`src/design/fllcg_pkg.sv`:
```
// constants, register map and mode encoding of the fll clock generator
package fllcg_pkg;
   // register indices on the plain port
   localparam logic [2:0] OFS_CTRL      = 3'h0;
   localparam logic [2:0] OFS_LOOP      = 3'h1;
   localparam logic [2:0] OFS_STATUS    = 3'h2;
   localparam logic [2:0] OFS_FILT_HI   = 3'h3;
   localparam logic [2:0] OFS_FILT_LO   = 3'h4;
   localparam logic [2:0] OFS_TRIM      = 3'h5;
   // control and loop register fields
   localparam int CTRL_MODE_LSB  = 0;
   localparam int CTRL_REFSEL    = 2;
   localparam int CTRL_RANGE     = 3;
   localparam int CTRL_KEEP      = 4;
   localparam int LOOP_MULT_LSB  = 0;
   localparam int LOOP_DIVR_LSB  = 4;
   // status register fields
   localparam int STAT_MODE_LSB  = 0;
   localparam int STAT_LOCK      = 2;
   localparam int STAT_LOSS      = 3;
   localparam int STAT_EXT       = 4;
   localparam int STAT_STABLE    = 5;
   // values after reset
   localparam logic [1:0]  MODE_SEL_RESET = 2'h0;
   localparam logic [2:0]  MULT_RESET     = 3'h0;
   localparam logic [2:0]  DIVR_RESET     = 3'h1;
   localparam logic [11:0] FILTER_RESET   = 12'h200;
   localparam logic [7:0]  TRIM_POR       = 8'h80;
   // mode select codes
   localparam logic [1:0] SEL_SELF      = 2'h0;
   localparam logic [1:0] SEL_INT_LOCK  = 2'h1;
   localparam logic [1:0] SEL_BYPASS    = 2'h2;
   localparam logic [1:0] SEL_EXT_LOCK  = 2'h3;
   // crystal start-up count and lock detector figures
   localparam logic [12:0] XTAL_COUNT   = 13'h1000;
   localparam logic [7:0]  LOCK_WIN     = 8'h02;
   localparam logic [7:0]  UNLOCK_WIN   = 8'h08;
   localparam logic [2:0]  LOCK_SAMPLES = 3'h4;
   localparam logic [1:0]  AVG_LAST     = 2'h3;
   // gray coded along scm -> fei -> fee -> fbe -> off
   typedef enum logic [2:0] {
      ST_SCM = 3'b000,
      ST_FEI = 3'b001,
      ST_FEE = 3'b011,
      ST_FBE = 3'b010,
      ST_OFF = 3'b110
   } fllcg_state_e;
endpackage : fllcg_pkg

```
`src/design/fllcg_clock_generator.sv`:
```
// clock_generator mode controller with filter, lock detector and registers
//
// Function
// - trim field scales internal reference period; larger value, longer period
// - entering stop stops all clocks and goes off unless debug or keep set
// - with background debug enabled the generator keeps running through stop
// - keep-in-stop leaves sources running but gates the delivered clock off
// - interrupt wake keeps settings; locked-external runs internal until ready
// - interrupt wake into bypass-external holds output until external ready
// - reset loads defaults, starts self-clocked at nominal filter, trim kept
// - a crystal needs 4096 external cycles before it is used
// - self-clocked entry: reset, off exit, X1 to 00, lost external clock
// - self-clocked: loop open, oscillator on; filter writable only here
// - filter kept on mode entry; leaving unlocked external doubles output
// - off exit with 01 or 11 waits for stable oscillator, then closes loop
// - locked-internal entered on select 01 or stable after off with 01
// - locked-internal uses internal reference and the multiplier field
// - unlocked when error leaves unlock window, held until inside lock window
// - locked after enough samples inside; filter then updated by 4-average
// - bypass-external entry: select 10 with ext, off exit, oscillator loss
// - bypass-external: oscillator and internal reference off, output ext/R
// - source select 0 direct clock, 1 crystal; range bit low 0, high 1
// - lock flag reads zero in off, self-clocked and bypass-external
// - oscillator-stable flag clears whenever off is entered
// - locked-external entered on select 11 with ext and stable flags high
`timescale 1ns/10ps
module fllcg_clock_generator (
   input  wire logic              clock,
   input  wire logic              rst,
   input  wire logic              por,
   input  wire logic [2:0]        addr,
   input  wire logic [7:0]        wdata,
   input  wire logic              wr,
   input  wire logic              rd,
   output logic      [7:0]        rdata,
   input  wire logic              stop_req,
   input  wire logic              background_debug_mode,
   input  wire logic              dco_stable_in,
   input  wire logic              ext_clk_ok,
   input  wire logic              ext_clk_tick,
   input  wire logic              loss_event,
   input  wire logic              err_valid,
   input  wire logic signed [7:0] count_err,
   output logic                   osc_enable,
   output logic                   irg_enable,
   output logic                   ext_osc_enable,
   output logic                   ref_source_select,
   output logic                   ext_range_high,
   output logic                   loop_closed,
   output logic                   loop_ref_external,
   output logic      [2:0]        loop_multiplier,
   output logic      [2:0]        out_div_r,
   output logic                   out_from_ext,
   output logic                   out_div_by2,
   output logic                   gen_clk_enable,
   output logic      [11:0]       filter_value,
   output logic      [7:0]        trim_value
);
   fllcg_pkg::fllcg_state_e state_reg, state_next;
   logic [1:0]  mode_sel_reg;
   logic        refsel_reg, range_reg, keep_reg;
   logic [2:0]  mult_reg, divr_reg;
   logic [11:0] filter_reg, filter_next;
   logic [7:0]  filt_stage_reg;
   logic [7:0]  trim_reg;
   logic        stable_reg, loss_reg, ext_at_off_reg, off_exit_reg;
   logic        locked_reg, ever_locked_reg;
   logic [2:0]  lock_cnt_reg;
   logic [1:0]  avg_cnt_reg;
   logic signed [9:0] avg_acc_reg;
   logic [12:0] xtal_cnt_reg;
   logic [7:0]  rdata_reg;

   // decode
   wire wr_ctrl   = wr && addr == fllcg_pkg::OFS_CTRL;
   wire wr_loop   = wr && addr == fllcg_pkg::OFS_LOOP;
   wire wr_status = wr && addr == fllcg_pkg::OFS_STATUS;
   wire wr_fhi    = wr && addr == fllcg_pkg::OFS_FILT_HI;
   wire wr_flo    = wr && addr == fllcg_pkg::OFS_FILT_LO;
   wire wr_trim   = wr && addr == fllcg_pkg::OFS_TRIM;

   wire in_loop   = state_reg == fllcg_pkg::ST_FEI ||
                    state_reg == fllcg_pkg::ST_FEE;
   wire go_off    = stop_req && !background_debug_mode && !keep_reg;
   wire stop_gate = stop_req && !background_debug_mode && keep_reg;
   wire filt_open = state_reg == fllcg_pkg::ST_SCM &&
                    mode_sel_reg == fllcg_pkg::SEL_SELF;
   // a crystal is trusted only after its start-up count has run out
   wire xtal_done = xtal_cnt_reg == fllcg_pkg::XTAL_COUNT;
   wire ext_ready = ext_clk_ok && (!refsel_reg || xtal_done);
   wire sel_ext   = mode_sel_reg[1];
   wire lost_ext  = sel_ext && !ext_ready && loss_reg;

   wire [7:0] err_mag = count_err[7] ? 8'(-count_err) : 8'(count_err);
   wire in_lock_win   = err_mag <= fllcg_pkg::LOCK_WIN;
   wire in_unlock_win = err_mag <= fllcg_pkg::UNLOCK_WIN;
   wire signed [9:0] avg_sum = avg_acc_reg + 10'(count_err);

   // read selection
   wire [1:0] mode_code = state_reg == fllcg_pkg::ST_FEI ? 2'h1 :
                          state_reg == fllcg_pkg::ST_FBE ? 2'h2 :
                          state_reg == fllcg_pkg::ST_FEE ? 2'h3 : 2'h0;
   wire lock_flag = locked_reg && in_loop;
   wire [7:0] rd_status = {2'h0, stable_reg, ext_ready, loss_reg,
                           lock_flag, mode_code};
   wire [7:0] rd_mux =
      addr == fllcg_pkg::OFS_CTRL    ? {3'h0, keep_reg, range_reg,
                                        refsel_reg, mode_sel_reg} :
      addr == fllcg_pkg::OFS_LOOP    ? {1'b0, divr_reg, 1'b0, mult_reg} :
      addr == fllcg_pkg::OFS_STATUS  ? rd_status :
      addr == fllcg_pkg::OFS_FILT_HI ? {4'h0, filter_reg[11:8]} :
      addr == fllcg_pkg::OFS_FILT_LO ? filter_reg[7:0] :
      addr == fllcg_pkg::OFS_TRIM    ? trim_reg : 8'h00;

   // mode transitions; stop takes priority over every other cause
   always_comb begin
      state_next = state_reg;
      if (go_off) begin
         state_next = fllcg_pkg::ST_OFF;
      end else begin
         unique case (state_reg)
            fllcg_pkg::ST_OFF: begin
               if (mode_sel_reg == fllcg_pkg::SEL_BYPASS && ext_at_off_reg)
                  state_next = fllcg_pkg::ST_FBE;
               else
                  state_next = fllcg_pkg::ST_SCM;
            end
            fllcg_pkg::ST_SCM: begin
               // with select 01 only an off exit waits for a steady oscillator; 11 always waits
               if (mode_sel_reg == fllcg_pkg::SEL_INT_LOCK &&
                   (stable_reg || !off_exit_reg))
                  state_next = fllcg_pkg::ST_FEI;
               else if (mode_sel_reg == fllcg_pkg::SEL_EXT_LOCK &&
                        stable_reg)
                  state_next = ext_ready ? fllcg_pkg::ST_FEE
                                         : fllcg_pkg::ST_FEI;
               else if (mode_sel_reg == fllcg_pkg::SEL_BYPASS &&
                        ext_ready)
                  state_next = fllcg_pkg::ST_FBE;
            end
            fllcg_pkg::ST_FEI: begin
               if (mode_sel_reg == fllcg_pkg::SEL_SELF || lost_ext)
                  state_next = fllcg_pkg::ST_SCM;
               else if (mode_sel_reg == fllcg_pkg::SEL_BYPASS)
                  state_next = fllcg_pkg::ST_SCM;
               else if (mode_sel_reg == fllcg_pkg::SEL_EXT_LOCK &&
                        ext_ready && stable_reg)
                  state_next = fllcg_pkg::ST_FEE;
            end
            fllcg_pkg::ST_FEE: begin
               if (loss_event && ext_ready)
                  state_next = fllcg_pkg::ST_FBE;
               else if (mode_sel_reg == fllcg_pkg::SEL_SELF || lost_ext)
                  state_next = fllcg_pkg::ST_SCM;
               else if (mode_sel_reg == fllcg_pkg::SEL_INT_LOCK)
                  state_next = fllcg_pkg::ST_FEI;
               else if (mode_sel_reg == fllcg_pkg::SEL_BYPASS)
                  state_next = fllcg_pkg::ST_SCM;
            end
            fllcg_pkg::ST_FBE: begin
               if (mode_sel_reg != fllcg_pkg::SEL_BYPASS || lost_ext)
                  state_next = fllcg_pkg::ST_SCM;
            end
            default: state_next = fllcg_pkg::ST_SCM;
         endcase
      end
   end

   // filter: direct write when open, per-sample step when unlocked,
   // averaged step every fourth sample when locked
   always_comb begin
      filter_next = filter_reg;
      if (wr_fhi && filt_open)
         filter_next = {wdata[3:0], filt_stage_reg};
      else if (in_loop && err_valid && !locked_reg)
         filter_next = filter_reg - 12'(count_err);
      else if (in_loop && err_valid && avg_cnt_reg == fllcg_pkg::AVG_LAST)
         filter_next = filter_reg - 12'(avg_sum >>> 2);
   end

   always_ff @(posedge clock) begin
      if (rst) begin
         state_reg    <= fllcg_pkg::ST_SCM;
         mode_sel_reg <= fllcg_pkg::MODE_SEL_RESET;
         refsel_reg   <= 1'b0;
         range_reg    <= 1'b0;
         keep_reg     <= 1'b0;
         mult_reg     <= fllcg_pkg::MULT_RESET;
         divr_reg     <= fllcg_pkg::DIVR_RESET;
         filter_reg   <= fllcg_pkg::FILTER_RESET;
         filt_stage_reg <= 8'h00;
      end else begin
         state_reg  <= state_next;
         filter_reg <= filter_next;
         if (wr_flo && filt_open)
            filt_stage_reg <= wdata;
         if (wr_ctrl) begin
            mode_sel_reg <= wdata[fllcg_pkg::CTRL_MODE_LSB +: 2];
            refsel_reg   <= wdata[fllcg_pkg::CTRL_REFSEL];
            range_reg    <= wdata[fllcg_pkg::CTRL_RANGE];
            keep_reg     <= wdata[fllcg_pkg::CTRL_KEEP];
         end else if (state_reg == fllcg_pkg::ST_FEE &&
                      state_next == fllcg_pkg::ST_FBE) begin
            mode_sel_reg <= fllcg_pkg::SEL_BYPASS;
         end else if (state_reg != fllcg_pkg::ST_SCM && lost_ext) begin
            mode_sel_reg <= fllcg_pkg::SEL_SELF;
         end
         if (wr_loop) begin
            mult_reg <= wdata[fllcg_pkg::LOOP_MULT_LSB +: 3];
            divr_reg <= wdata[fllcg_pkg::LOOP_DIVR_LSB +: 3];
         end
      end
   end

   // trim survives every functional reset; only power-on restores it
   always_ff @(posedge clock) begin
      if (por)
         trim_reg <= fllcg_pkg::TRIM_POR;
      else if (wr_trim)
         trim_reg <= wdata;
   end

   // status flags, crystal start-up and lock detector
   always_ff @(posedge clock) begin
      if (rst) begin
         stable_reg      <= 1'b0;
         loss_reg        <= 1'b0;
         ext_at_off_reg  <= 1'b0;
         off_exit_reg    <= 1'b0;
         locked_reg      <= 1'b0;
         ever_locked_reg <= 1'b0;
         lock_cnt_reg    <= 3'h0;
         avg_cnt_reg     <= 2'h0;
         avg_acc_reg     <= 10'sh000;
         xtal_cnt_reg    <= 13'h0000;
         rdata_reg       <= 8'h00;
      end else begin
         if (state_next == fllcg_pkg::ST_OFF)
            stable_reg <= 1'b0;
         else if (dco_stable_in)
            stable_reg <= 1'b1;
         // a new loss event wins over a simultaneous clear
         if (loss_event)
            loss_reg <= 1'b1;
         else if (wr_status && wdata[fllcg_pkg::STAT_LOSS])
            loss_reg <= 1'b0;
         if (go_off && state_reg != fllcg_pkg::ST_OFF)
            ext_at_off_reg <= ext_ready;
         if (state_reg == fllcg_pkg::ST_OFF)
            off_exit_reg <= 1'b1;
         else if (wr_ctrl || state_reg != fllcg_pkg::ST_SCM)
            off_exit_reg <= 1'b0;
         if (!ext_osc_enable || !refsel_reg)
            xtal_cnt_reg <= 13'h0000;
         else if (ext_clk_tick && !xtal_done)
            xtal_cnt_reg <= xtal_cnt_reg + 13'h0001;
         if (!in_loop || state_next != state_reg) begin
            locked_reg   <= 1'b0;
            lock_cnt_reg <= 3'h0;
            avg_cnt_reg  <= 2'h0;
            avg_acc_reg  <= 10'sh000;
            if (state_next != fllcg_pkg::ST_FEE)
               ever_locked_reg <= 1'b0;
         end else if (err_valid) begin
            if (!locked_reg) begin
               if (!in_lock_win)
                  lock_cnt_reg <= 3'h0;
               else if (lock_cnt_reg == fllcg_pkg::LOCK_SAMPLES - 3'h1)
                  begin
                  locked_reg      <= 1'b1;
                  ever_locked_reg <= 1'b1;
                  lock_cnt_reg    <= 3'h0;
               end else
                  lock_cnt_reg <= lock_cnt_reg + 3'h1;
            end else if (!in_unlock_win) begin
               locked_reg  <= 1'b0;
               avg_cnt_reg <= 2'h0;
               avg_acc_reg <= 10'sh000;
            end else begin
               avg_cnt_reg <= avg_cnt_reg + 2'h1;
               avg_acc_reg <= (avg_cnt_reg == fllcg_pkg::AVG_LAST) ?
                              10'sh000 : avg_sum;
            end
         end
         rdata_reg <= rd ? rd_mux : 8'h00;
      end
   end

   // clock path controls
   assign rdata             = rdata_reg;
   assign osc_enable        = state_reg != fllcg_pkg::ST_OFF &&
                              state_reg != fllcg_pkg::ST_FBE;
   assign irg_enable        = osc_enable;
   assign ext_osc_enable    = sel_ext && state_reg != fllcg_pkg::ST_OFF;
   assign ref_source_select = refsel_reg;
   assign ext_range_high    = range_reg;
   assign loop_closed       = in_loop;
   assign loop_ref_external = state_reg == fllcg_pkg::ST_FEE;
   assign loop_multiplier   = mult_reg;
   assign out_div_r         = divr_reg;
   assign out_from_ext      = state_reg == fllcg_pkg::ST_FBE;
   // extra halving only until the first lock in external mode
   assign out_div_by2       = state_reg == fllcg_pkg::ST_FEE &&
                              !ever_locked_reg;
   assign gen_clk_enable    = state_reg != fllcg_pkg::ST_OFF &&
                              !stop_gate &&
                              !(out_from_ext && !ext_ready);
   assign filter_value      = filter_reg;
   assign trim_value        = trim_reg;

   property p_lock_zero;
      @(posedge clock) disable iff (rst) !in_loop |-> !rd_status[2];
   endproperty
   a_lock_zero: assert property (p_lock_zero)
      else $error("lock flag set outside loop modes");
   property p_stop_off;
      @(posedge clock) disable iff (rst) go_off |=> state_reg ==
         fllcg_pkg::ST_OFF && !gen_clk_enable && !osc_enable;
   endproperty
   a_stop_off: assert property (p_stop_off)
      else $error("stop did not reach off");
   property p_debug_run;
      @(posedge clock) disable iff (rst)
         stop_req && background_debug_mode |=> state_reg !=
         fllcg_pkg::ST_OFF && gen_clk_enable | out_from_ext;
   endproperty
   a_debug_run: assert property (p_debug_run)
      else $error("debug stop halted the generator");
   property p_keep_gate;
      @(posedge clock) disable iff (rst)
         stop_gate && state_reg == fllcg_pkg::ST_SCM |->
         !gen_clk_enable && osc_enable;
   endproperty
   a_keep_gate: assert property (p_keep_gate)
      else $error("keep-in-stop gating wrong");
   property p_reset_defaults;
      @(posedge clock) rst && !por |=> state_reg == fllcg_pkg::ST_SCM &&
         filter_reg == fllcg_pkg::FILTER_RESET && $stable(trim_reg);
   endproperty
   a_reset_defaults: assert property (p_reset_defaults)
      else $error("reset defaults not loaded");
   property p_filter_locked;
      @(posedge clock) disable iff (rst)
         state_reg == fllcg_pkg::ST_SCM && !filt_open |=>
         $stable(filter_reg);
   endproperty
   a_filter_locked: assert property (p_filter_locked)
      else $error("filter changed outside open self-clocked mode");
   property p_off_unstable;
      @(posedge clock) disable iff (rst)
         state_reg == fllcg_pkg::ST_OFF |-> !stable_reg;
   endproperty
   a_off_unstable: assert property (p_off_unstable)
      else $error("stable flag set in off");
   property p_bypass_power;
      @(posedge clock) disable iff (rst)
         state_reg == fllcg_pkg::ST_FBE |->
         !osc_enable && !irg_enable && (gen_clk_enable == ext_ready ||
         stop_gate);
   endproperty
   a_bypass_power: assert property (p_bypass_power)
      else $error("bypass mode power or gating wrong");
   property p_fee_entry;
      @(posedge clock) disable iff (rst)
         state_reg == fllcg_pkg::ST_SCM && !go_off && stable_reg &&
         mode_sel_reg == fllcg_pkg::SEL_EXT_LOCK && ext_ready |=>
         state_reg == fllcg_pkg::ST_FEE;
   endproperty
   a_fee_entry: assert property (p_fee_entry)
      else $error("locked-external not entered");
   property p_osc_loss;
      @(posedge clock) disable iff (rst)
         state_reg == fllcg_pkg::ST_FEE && !go_off && !wr_ctrl &&
         loss_event && ext_ready |=> state_reg == fllcg_pkg::ST_FBE &&
         mode_sel_reg == fllcg_pkg::SEL_BYPASS;
   endproperty
   a_osc_loss: assert property (p_osc_loss)
      else $error("oscillator loss did not bypass");
endmodule : fllcg_clock_generator

```
`config.mk`:
```
export PLATFORM = sky130hd
export DESIGN_NAME = fllcg_clock_generator
export DESIGN_NICKNAME = d
export VERILOG_FILES = /design/src/design/fllcg_pkg.sv /design/src/design/fllcg_clock_generator.sv
export SDC_FILE = /design/constraint.sdc
export NUM_CORES = 1
export LEC_CHECK = 0
export ABC_AREA = 1
export ABC_CLOCK_PERIOD_IN_PS = 5800
export BUFFER_PORTS_ARGS = -buffer_cell sky130_fd_sc_hd__buf_2
export CAP_MARGIN = 0
export CORE_UTILIZATION = 40
export CTS_CLUSTER_SIZE = 25
export DETAILED_ROUTE_END_ITERATION = 12
export GPL_ROUTABILITY_DRIVEN = 0
export SETUP_SLACK_MARGIN = 0.02
export SLEW_MARGIN = 25
export SYNTH_ARGS = -nofsm -noshare
export SYNTH_HDL_FRONTEND = slang
export SYNTH_SLANG_ARGS = --single-unit
export TNS_END_PERCENT = 10
```
`constraint.sdc`:
```
create_clock -name clock -period 5.8 [get_ports clock]
set_clock_uncertainty 0.2 [all_clocks]
set_input_delay 1.74 -clock clock [delete_from_list [all_inputs] [get_ports clock]]
set_output_delay 1.74 -clock clock [all_outputs]
set_load 0.02 [all_outputs]
```
==> reports/summary.txt <==
First DRT Iteration DRCs - 291
number of distinct standard cells referenced by the synthesized netlist - 50
leakage power - 0.002552 uW
top-area cell type share of the netlist area - 33.68%
Cell Int Power - 991.6 uW
total via count in the routed design - 4964
y dimension of the die - 113.7 microns
ratio of final minimum period to clock period - 83.12%
number of placement rows - 40
maximum resistive drop on vdd - 0.1719 mV
Yosys warning count - 0
maximum frequency from static timing analysis - 207.4 MHz
Clock transition at path regs - 0.06 ns
number of flip-flops in the largest register - 13
Mean Syn Cell Area - 6.924 sq um
Post-CTS Resized - 0
Design Power - 1348 uW
maximum number of pins on one net before global-route repair - 25
unrepaired setup endpoints after global routing - no
most used standard cells in the synthesized netlist - nand2_1 (170), dfxtp_1 (84), inv_1 (83)
final hold violations - 0
share of total power in the clock network - 44.9%
Setup-failing EPs final - 0
leftover overflow at the end of global routing - 0
fraction of final layout cells with drive strength greater than 1 - 16.88%
top area cells in the synthesized netlist - dfxtp_1 (34%), nand2_1 (13%), ha_1 (6.3%), inv_1 (6.2%), a21oi_1 (6.0%)
CTS sink count - 84
via count of the first global-routing pass - 4768
critical path's largest stage delay - 0.43 ns
TritonCTS clock tree - built
power density normalized to cell area - 231.3 nW/um^2
post-DR wirelength/cell - 14.46 microns
number of standard cells in the layout, taps in and fillers out - 968
area overhead of the layout relative to synthesis - 16.74%
initial antenna violation count - 0
combinational share of power - 10.8%
clock tree root buffer cell - clkbuf_16
data required time of the worst path - 5.87 ns
number of synthesized register bits - 84
filler instances - 1318
DRT Wirelength - 14000 microns
GRT Util Overall - 22.98%
DRT Pass-1 Iters - 5
final number of max-transition violations - 0
Worst setup SP type - primary input
placed standard-cell area - 5512 sq um
number of maximum-capacitance constraint violations - 0
Remaining DRCs - 0
Hold WC Path Type - register to register
sequential fraction of design power - 44.2%
Non-Filler Cell Area, Final - 5828 sq um
area enclosed by the die boundary - 12930 sq um
summed instance area of the synthesized netlist - 4992 sq um
CP Max Fanout - 4
diodes inserted - 0
share of total power consumed by net switching - 26.45%
H-tree lvl count - 3
starting utilization of the core area - 41.22%
number of nets in the layout - 853
post-detailed-route count of antenna-violating nets - 0
insertion delay to the later sink of the worst-skew pair - 0.35 ns
critical path class - primary input to register
net switching power - 356.6 uW
die extent in x - 113.7 microns
number of top-level pins - 75
number of setup buffers added after CTS - 0
Post-Route Utilization - 48.12%
Gate Count Post-Synth - 721
estimated wirelength of the detail-placed design - 10690 microns
placed cell count - 952
total negative slack - 0 ns
proportion of synthesized chip area in sequential cells - 33.68%
Worst setup EP type - register
number of I/O port buffers - 74
post-route minimum period - 4.821 ns
most frequently used flop master after synthesis - dfxtp_1
headroom to the max-slew limit - 44.56%
most used standard cell by instance count after synthesis - nand2_1
buffers from clock root to sink, at most - 2
Vias/cell - 5.128
wire length of the first global-routing pass - 23270 microns
number of buffers created by CTS - 9
cell taking the most area after synthesis - dfxtp_1
status - completed
CTS Hold Buffers Added - 0
Syn Nets - 779
Post-synth EDFFs - 0
arrival time reported for the critical path endpoint - 4.90 ns
asr flop ratio synth - 0%
cell with the largest stage delay on the worst path - fa_1
placeable core area - 12110 sq um
cells along the critical path - buf_2, ha_1, fa_1, nand3_1, a21oi_1, o21ai_0, a21oi_1, nor2_1, nor2_1, o21ai_0, nand2_1, o21ai_0, ha_1, a21oi_1, o21ai_0, nand2_1, nand3_1, a31oi_1, nand3b_1, nand3_1, a21oi_1
Least-Margin Pin Slew - 0.8307 ns
final timing paths:
kind	to	startpoint	cells after the start	slack (ns)
worst max-delay path	filter_value[11]	count_err[0]	21	0.98
worst min-delay path	lock_cnt_reg[2]	lock_cnt_reg[2]	2	0.26
worst max register to register	filter_value[11]	avg_acc_reg[0]	20	2.18
worst min register to register	lock_cnt_reg[2]	lock_cnt_reg[2]	2	0.26
power groups by stage:
stage | Clock (uW) | Sequential [uW] | Combinational (uW)
2_1_floorplan | 0 | 613 | 89.7
5_1_grt | 638 | 597 | 163
4_1_cts | 619 | 596 | 145
6_report | 606 | 596 | 146
3_3_place_gp | 0 | 609 | 141
3_5_place_dp | 0 | 609 | 145
critical path, delay by kind of cell:
kind / cells / cell delay (ns)
AO/OA/AOI/OAI: 9 / 1.33
adder cells (fa/ha/maj): 3 / 0.99
buffers and inverters: 1 / 0.11
AND/OR/NAND/NOR: 8 / 0.72
cell families (layout without fill, tap and decap cells):
group	count (synthesis)	in the layout	synth area share [%]
simple gates	328	328	29.22
compound gates	163	163	19.17
buf+inv	104	183	8.221
flops	84	84	33.68
fa+ha+maj	27	27	7.068
xor+xnor	15	15	2.631
layer usage:
| layer | vias to the layer above | global-route usage [%] | wire (microns) |
|---|---|---|---|
| met5 | - | 0 | 0 |
| met4 | 0 | 11.40 | 349 |
| met1 | 2256 | 30.03 | 6664 |
| met3 | 21 | 3.507 | 618 |
| met2 | 136 | 36.95 | 6369 |
| li1 | 2551 | - | - |
cell type report:
class / instances / area, sq um / share of cell area (%)
clock buffer: 11 / 252.7 / 4.337
multi-input combinational: 533 / 2905 / 49.85
tap: 168 / 210.2 / 3.607
inverter: 93 / 349.1 / 5.990
timing repair buffer: 74 / 370.4 / 6.355
clock inverter: 5 / 58.81 / 1.009
sequential: 84 / 1682 / 28.85
stage by stage:
step,setup slack [ns],hold WS [ns]
finish,0.9792,0.2604
global route,0.6697,0.2889
global placement,0.7714,0.2483
detailed placement,0.6723,0.2470
CTS,1.027,0.2628
floorplan,1.142,0.2381
cells in the final DEF (no fill, tap or decap), types with 8 or more instances in the layout:
master,count
nand4_1,11
buf_2,74
a21oi_1,60
clkbuf_16,9
inv_2,8
a31oi_1,12
nor2_1,69
xor2_1,11
nand3_1,34
dfxtp_1,84
ha_1,25
inv_1,83
nor3_1,13
a21oi_2,9
nand2_1,170
o21ai_0,55
No activity file was read; power rests on OpenSTA's default activity.
